<file path="config.mk">
export PLATFORM = sky130hd
export DESIGN_NAME = mia_indirect_events
export DESIGN_NICKNAME = d
export VERILOG_FILES = /design/src/shared/mia_pkg.sv /design/src/design/mia_indirect_events.sv
export SDC_FILE = /design/constraint.sdc
export NUM_CORES = 1
export LEC_CHECK = 0
export ABC_AREA = 1
export BUFFER_PORTS_ARGS = -buffer_cell sky130_fd_sc_hd__buf_2
export CAP_MARGIN = 40
export CORE_ASPECT_RATIO = 1.75
export CORE_MARGIN = 2
export CORE_UTILIZATION = 45
export DETAILED_ROUTE_END_ITERATION = 10
export GPL_ROUTABILITY_DRIVEN = 0
export PLACE_DENSITY = 0.71
export SYNTH_ARGS = -nofsm -noshare
export SYNTH_HDL_FRONTEND = slang
export SYNTH_SLANG_ARGS = --single-unit
</file>
<file path="constraint.sdc">
create_clock -name ref_clk_i -period 1.4 [get_ports ref_clk_i]
set_input_delay 0.07 -clock ref_clk_i [delete_from_list [all_inputs] [get_ports ref_clk_i]]
set_output_delay 0.07 -clock ref_clk_i [all_outputs]
set_load 0.01 [all_outputs]
</file>
<file path="src/shared/mia_pkg.sv">
// Constants, register map and state encoding for the monitor indirect access port.
// Assumes a single host register port and a monitor core on the same clock.
package mia_pkg;
  localparam int DATA_W = 8;
  localparam int REG_ADDR_W = 3;
  localparam int EVT_A_W = 7;
  localparam int EVT_B_W = 8;

  // Host register offsets, byte-wide registers at the printed offsets.
  localparam logic [2:0] OFF_MONITOR_INDEX = 3'h0;
  localparam logic [2:0] OFF_MONITOR_DATA_PORT = 3'h1;
  localparam logic [2:0] OFF_MONITOR_STATUS_COMMAND = 3'h2;
  localparam logic [2:0] OFF_EVENT_REGISTER_A = 3'h3;
  localparam logic [2:0] OFF_EVENT_REGISTER_B = 3'h4;

  // Field positions in the status and command register.
  localparam int BUSY_BIT = 0;
  localparam int READ_KICK_BIT = 1;

  // Field positions in event register A.
  localparam int TWO_V5_EVENT_BIT = 0;
  localparam int CORE_VOLT_EVENT_BIT = 1;
  localparam int THREE_V3_EVENT_BIT = 2;
  localparam int FIVE_VOLT_EVENT_BIT = 3;
  localparam int TEMP_ZONE_ONE_EVENT_BIT = 4;
  localparam int TEMP_ZONE_TWO_EVENT_BIT = 5;
  localparam int TEMP_ZONE_THREE_EVENT_BIT = 6;

  // Field positions in event register B.
  localparam int TWELVE_VOLT_EVENT_BIT = 0;
  localparam int PRIMARY_SENSOR_LINK_EVENT_BIT = 1;
  localparam int TACH_ONE_EVENT_BIT = 2;
  localparam int TACH_FOUR_EVENT_BIT = 5;
  localparam int REMOTE_DIODE_EVENT_BIT = 6;
  localparam int SECONDARY_SENSOR_LINK_EVENT_BIT = 7;

  // Reset values.
  localparam logic [7:0] RST_MONITOR_INDEX = 8'h00;
  localparam logic [7:0] RST_MONITOR_DATA_PORT = 8'h00;
  localparam logic [6:0] RST_EVENT_REGISTER_A = 7'h00;
  localparam logic [7:0] RST_EVENT_REGISTER_B = 8'h00;

  typedef enum logic [1:0] {
    MIA_IDLE = 2'h0,
    MIA_WAIT = 2'h1
  } mia_state_e;
endpackage

</file>
<file path="src/design/mia_indirect_events.sv">
// Indirect access port into the monitor register file, plus two sticky event registers.
// Assumes the host register port and monitor core run on ref_clk_i, so no synchronisers.
//
// Function
// Writing the data port launches a write to the register selected by index.
// Data port writes while busy are dropped; nothing starts, stored value unchanged.
// Host must ignore data port read values while busy is set.
// Writing one to read kick starts a read at index into data port.
// Host sets read kick only while busy is clear.
// Busy reads one during an access, zero when data valid or ready.
// Event bits stay set until the host writes one to them.
// Event A bits six to four latch temperature zone three, two, one changes.
// Event A bits three to zero latch five, three-three, core, two-five volt changes.
// Event B bit zero latches twelve volt monitor changes.
// Event B bits two to five latch tach one to four changes.
// Event B bit one latches primary sensor link events.
// Event B bit seven latches secondary sensor link events.
// Event B bit six latches remote diode connection events.
// Writing one clears an event bit, writing zero leaves it.
// Host waits for busy clear, then writes index at offset zero.
// Interrupt request rises when an enabled event bit is set.
// Reserved status and event bits read zero and ignore writes.
`timescale 1ns/1ps
module mia_indirect_events #(
  parameter int DATA_W = mia_pkg::DATA_W
) (
  input wire logic ref_clk_i,
  input wire logic rst_n_i,
  input wire logic ce_i,
  input wire logic [mia_pkg::REG_ADDR_W-1:0] reg_addr_i,
  input wire logic reg_wr_i,
  input wire logic reg_rd_i,
  input wire logic [7:0] reg_wdata_i,
  output logic [7:0] reg_rdata_o,
  output logic mon_req_o,
  output logic mon_we_o,
  output logic [7:0] mon_addr_o,
  output logic [7:0] mon_wdata_o,
  input wire logic mon_ack_i,
  input wire logic [7:0] mon_rdata_i,
  input wire logic [mia_pkg::EVT_A_W-1:0] evt_a_i,
  input wire logic [mia_pkg::EVT_B_W-1:0] evt_b_i,
  input wire logic [mia_pkg::EVT_A_W-1:0] irq_en_a_i,
  input wire logic [mia_pkg::EVT_B_W-1:0] irq_en_b_i,
  output logic irq_o
);

  // The register layout is byte wide throughout; other widths have no meaning here.
  if (DATA_W != 8) begin : g_bad_width
    $error("mia_indirect_events supports DATA_W of 8 only");
  end

  mia_pkg::mia_state_e state_reg, state_next;
  logic [7:0] index_reg, index_next;
  logic [7:0] data_reg, data_next;
  logic req_reg, req_next;
  logic we_reg, we_next;
  logic [7:0] maddr_reg, maddr_next;
  logic [7:0] mwdata_reg, mwdata_next;
  logic [mia_pkg::EVT_A_W-1:0] evta_reg, evta_next, clr_a;
  logic [mia_pkg::EVT_B_W-1:0] evtb_reg, evtb_next, clr_b;
  logic [7:0] rdata_reg, rdata_next;
  logic irq_reg, irq_next;
  logic busy;

  // Decodes a host write to one offset; used for every writable register.
  function automatic logic wr_hit(input logic wr, input logic [2:0] addr, input logic [2:0] off);
    wr_hit = wr && (addr == off);
  endfunction

  assign busy = (state_reg != mia_pkg::MIA_IDLE);

  // Index register; the host is trusted not to move it while busy, and the
  // address is copied at launch so a late change cannot disturb a running access.
  always_comb begin
    index_next = index_reg;
    if (wr_hit(reg_wr_i, reg_addr_i, mia_pkg::OFF_MONITOR_INDEX)) begin
      index_next = reg_wdata_i;
    end
  end

  // Access sequencer: launches writes and reads and waits for the core's ack.
  always_comb begin
    state_next = state_reg;
    data_next = data_reg;
    req_next = req_reg;
    we_next = we_reg;
    maddr_next = maddr_reg;
    mwdata_next = mwdata_reg;
    case (state_reg)
      mia_pkg::MIA_IDLE: begin
        if (wr_hit(reg_wr_i, reg_addr_i, mia_pkg::OFF_MONITOR_DATA_PORT)) begin
          data_next = reg_wdata_i;
          req_next = 1'b1;
          we_next = 1'b1;
          maddr_next = index_reg;
          mwdata_next = reg_wdata_i;
          state_next = mia_pkg::MIA_WAIT;
        end else if (wr_hit(reg_wr_i, reg_addr_i, mia_pkg::OFF_MONITOR_STATUS_COMMAND) &&
                     reg_wdata_i[mia_pkg::READ_KICK_BIT]) begin
          req_next = 1'b1;
          we_next = 1'b0;
          maddr_next = index_reg;
          state_next = mia_pkg::MIA_WAIT;
        end
      end
      mia_pkg::MIA_WAIT: begin
        // Writes to the data port and kicks are dropped here. see
        if (mon_ack_i) begin
          req_next = 1'b0;
          we_next = 1'b0;
          if (!we_reg) begin
            data_next = mon_rdata_i;
          end
          state_next = mia_pkg::MIA_IDLE;
        end
      end
      default: begin
        state_next = mia_pkg::MIA_IDLE;
        req_next = 1'b0;
        we_next = 1'b0;
      end
    endcase
  end

  // Sticky event bits: an event in the clearing cycle wins over the clear.
  always_comb begin
    clr_a = '0;
    clr_b = '0;
    if (wr_hit(reg_wr_i, reg_addr_i, mia_pkg::OFF_EVENT_REGISTER_A)) begin
      clr_a = reg_wdata_i[mia_pkg::EVT_A_W-1:0];
    end
    if (wr_hit(reg_wr_i, reg_addr_i, mia_pkg::OFF_EVENT_REGISTER_B)) begin
      clr_b = reg_wdata_i;
    end
    evta_next = (evta_reg & ~clr_a) | evt_a_i;
    evtb_next = (evtb_reg & ~clr_b) | evt_b_i;
  end

  // Interrupt request is a level of the enabled sticky bits, one cycle behind them.
  always_comb begin
    irq_next = (|(evta_reg & irq_en_a_i)) | (|(evtb_reg & irq_en_b_i));
  end

  // Read mux, registered; unmapped offsets and idle cycles return zero.
  always_comb begin
    rdata_next = 8'h00;
    if (reg_rd_i) begin
      case (reg_addr_i)
        mia_pkg::OFF_MONITOR_INDEX: rdata_next = index_reg;
        mia_pkg::OFF_MONITOR_DATA_PORT: rdata_next = data_reg;
        mia_pkg::OFF_MONITOR_STATUS_COMMAND: rdata_next = {7'h00, busy};
        mia_pkg::OFF_EVENT_REGISTER_A: rdata_next = {1'b0, evta_reg};
        mia_pkg::OFF_EVENT_REGISTER_B: rdata_next = evtb_reg;
        default: rdata_next = 8'h00;
      endcase
    end
  end

  // All state registers; clock enable low freezes everything.
  always_ff @(posedge ref_clk_i or negedge rst_n_i) begin
    if (!rst_n_i) begin
      state_reg <= mia_pkg::MIA_IDLE;
      index_reg <= mia_pkg::RST_MONITOR_INDEX;
      data_reg <= mia_pkg::RST_MONITOR_DATA_PORT;
      req_reg <= 1'b0;
      we_reg <= 1'b0;
      maddr_reg <= 8'h00;
      mwdata_reg <= 8'h00;
      evta_reg <= mia_pkg::RST_EVENT_REGISTER_A;
      evtb_reg <= mia_pkg::RST_EVENT_REGISTER_B;
      rdata_reg <= 8'h00;
      irq_reg <= 1'b0;
    end else if (ce_i) begin
      state_reg <= state_next;
      index_reg <= index_next;
      data_reg <= data_next;
      req_reg <= req_next;
      we_reg <= we_next;
      maddr_reg <= maddr_next;
      mwdata_reg <= mwdata_next;
      evta_reg <= evta_next;
      evtb_reg <= evtb_next;
      rdata_reg <= rdata_next;
      irq_reg <= irq_next;
    end
  end

  assign reg_rdata_o = rdata_reg;
  assign mon_req_o = req_reg;
  assign mon_we_o = we_reg;
  assign mon_addr_o = maddr_reg;
  assign mon_wdata_o = mwdata_reg;
  assign irq_o = irq_reg;
endmodule

</file>
==> results.md <==
- Final TNS setup: 0 ns
- Initial antenna violation count: 0
- H-tree depth: 3
- Die Y: 110 um
- Post-layout nets: 511
- Max-slew violations: 0
- GR peak layer: met2
- Clk_lat worst skew: 0.34 ns
- Worst ir drop on vdd: 817 uV
- Die span in x: 64.7 um
- Met2 usage: 0.397
- Vias in the first global route: 2599
- CP max-delay cell: dfrtp_1
- Area Overhead vs Synth: 29.2%
- First-pass GRT wire length: 12.2 mm
- Largest net degree at the start of global routing: 59
- Initial core utilization: 0.465
- Port Buffers: 81
- Max-cap violation count: 0
- Grt total ovfl: 0
- Wirelength, routed: 7.67 mm
- Crit path DAT: 1.55 ns
- DRT iter0 DRCs: 106
- Row cnt: 38
- Postcts setup bufs: 0
- Top Ports: 82
- Critical Path Fanout Max: 16
- Slew margin rel.: 0.677
- Seq cells post-synth: 58
- CP Cell Sequence: inv_2 -> buf_4 -> o21ai_0 -> o21ai_1
- Drt wl/cell: 14.2 um
- GR Util met3: 0.0528
- WS Path Type: flop to flop
- Net count of the mapped netlist: 407
- Fin crit period: 1.33 ns
- Placeable Area: 0.00623 mm2
- Share of cells above drive strength 1: 0.295
- Pwr Total: 4610 uW
- Fin crit share: 0.948
- RSZ-0062 raised after global routing: false
- Top cells by area, synth: dfrtp_1, nand2_1, nand3_1, o21ai_0, o21ai_2
- WP buf/inv: 2
- Max Fclk: 0.754 GHz
- CTS sink cnt: 58
- Total track usage: 0.232
- Cell count after synthesis: 352
- Synth top area share: 0.501
- Post-CTS Resized: 0
- Worst-Margin Slew: 0.483 ns
- CP Launch Type: flop
- Primary FF master, synth: dfrtp_1
- Root Driver: clkbuf_8
- DIE AREA: 0.00713 mm2
- Residual DRC: 0
- Worst Hold Class: input pin to flop
- Final core occ: 0.601
- GR Util met1: 0.266
- Pleak: 0.00199 uW
- Hpwl dp: 5.76 mm
- CTS tree: yes
- Clk_skew: 0.00360 ns
- Synth cell types: 26
- Final Hold Fails: 0
- DR vias: 2704
- Mapped cell area: 0.00290 mm2
- Maximum clock insertion buffer count: 2
- Worst path required time: 1.62 ns
- Synth Warn #: 0
- Final setup vio count: 0
- Register area share after synthesis: 0.501
- Via density: 5.00
- CP top delay family: flip-flops
- Drt pass-1 iters: 6
- Worst-path clk slew: 0.06 ns
- DRT antenna net count: 0
- Avg Synthesized Cell Area: 8.24 um2
- Post-synth EDFFs: 0
- Post-cts hold buffer count: 16
- Status: completed
- N_diodes: 0
- FFs w/ async S/R, synth: 1.00
- Biggest cell delay along the critical path: 0.55 ns
- Yosys top cell by area: dfrtp_1
- Pwr Density: 1230 mW/mm2
- Worst setup EP type: flop
- Total CTS buffers: 9
[Yosys cell counts (3+ instances only)]
cell,count
buf_6,5
clkbuf_1,4
dfrtp_1,58
inv_1,10
inv_2,5
nand2_1,160
nand3_1,30
nand3_4,3
nand4_1,3
nor2_1,6
o21ai_0,27
o21ai_1,10
o21ai_2,15
[tightest hold or removal path: cells and delay by family]
kind | cells | cell delay (ns)
buffers and inverters | 1 | 0.08
AOI/OAI and AO/OA | 2 | 0.19
[cells in the final DEF, fill, tap and decap left out, types with 5 or more instances in the layout]
master         count
nand2_1          160
buf_2             81
dfrtp_1           58
nand3_1           30
o21ai_0           27
dlygate4sd3_1     16
o21ai_2           15
clkbuf_8          14
inv_1             10
o21ai_1           10
nor2_1             6
inv_2              5
buf_4              5
[layer usage]
layer	wire length [um]	part of all wire	up-vias
li1	-	-	1358
met1	2990	0.39	1231
met2	4020	0.52	92
met3	388	0.051	23
met4	272	0.035	0
met5	0	0	-
[metrics by stage]
stage          instance area (um2)  worst slack [ns]  cells  hold WS (ns)
2_1_floorplan                 2900            0.0822    352        -0.226
3_3_place_gp                  3380             0.116    509        0.0916
3_5_place_dp                  3380            0.0844    509        0.0973
4_1_cts                       3740            0.0695    541        0.0280
5_1_grt                       3740            0.0137    541        0.0437
6_report                      3740            0.0733    541        0.0352
[report_power, final]
| group | total, uW | internal [uW] | switching [uW] | leakage (uW) |
|---|---|---|---|---|
| clock network | 1530 | 882 | 643 | 0.000106 |
| logic | 922 | 397 | 525 | 0.00119 |
| registers | 2160 | 1960 | 198 | 0.000689 |
| total | 4610 | 3240 | 1370 | 0.00199 |
[final timing paths]
check | start | end | slack (ns) | depth (start not counted)
setup reg to reg | mon_req_o$_DFFE_PN0P_ | data_reg[5]$_DFFE_PN0P_ | 0.07 | 4
hold / removal | mon_rdata_i[4] | data_reg[4]$_DFFE_PN0P_ | 0.04 | 3
hold reg to reg | reg_rdata_o[2]$_DFFE_PN0P_ | reg_rdata_o[2]$_DFFE_PN0P_ | 0.47 | 2
min in group asynchronous | rst_n_i | mon_wdata_o[5]$_DFFE_PN0P_ | 0.25 | 3
max in group asynchronous | rst_n_i | evta_reg[0]$_DFFE_PN0P_ | 0.89 | 3
setup / recovery | mon_req_o$_DFFE_PN0P_ | data_reg[5]$_DFFE_PN0P_ | 0.07 | 4
[cell families after synthesis]
family / share of synthesized area
and+or+nand+nor: 0.334
DFF: 0.501
AOI/OAI and AO/OA: 0.119
buffers and inverters: 0.0466
[area by class of cell]
class	instances	area [um2]
multi-input cells	269	1310
well taps	80	100
clock inverters	1	5.00
flip-flops and latches	58	1450
fillers	585	2480
clock buffers	15	196
repair buffers	103	623
inverters	15	56.3
Note: power is estimated with default switching activity, not from simulation.
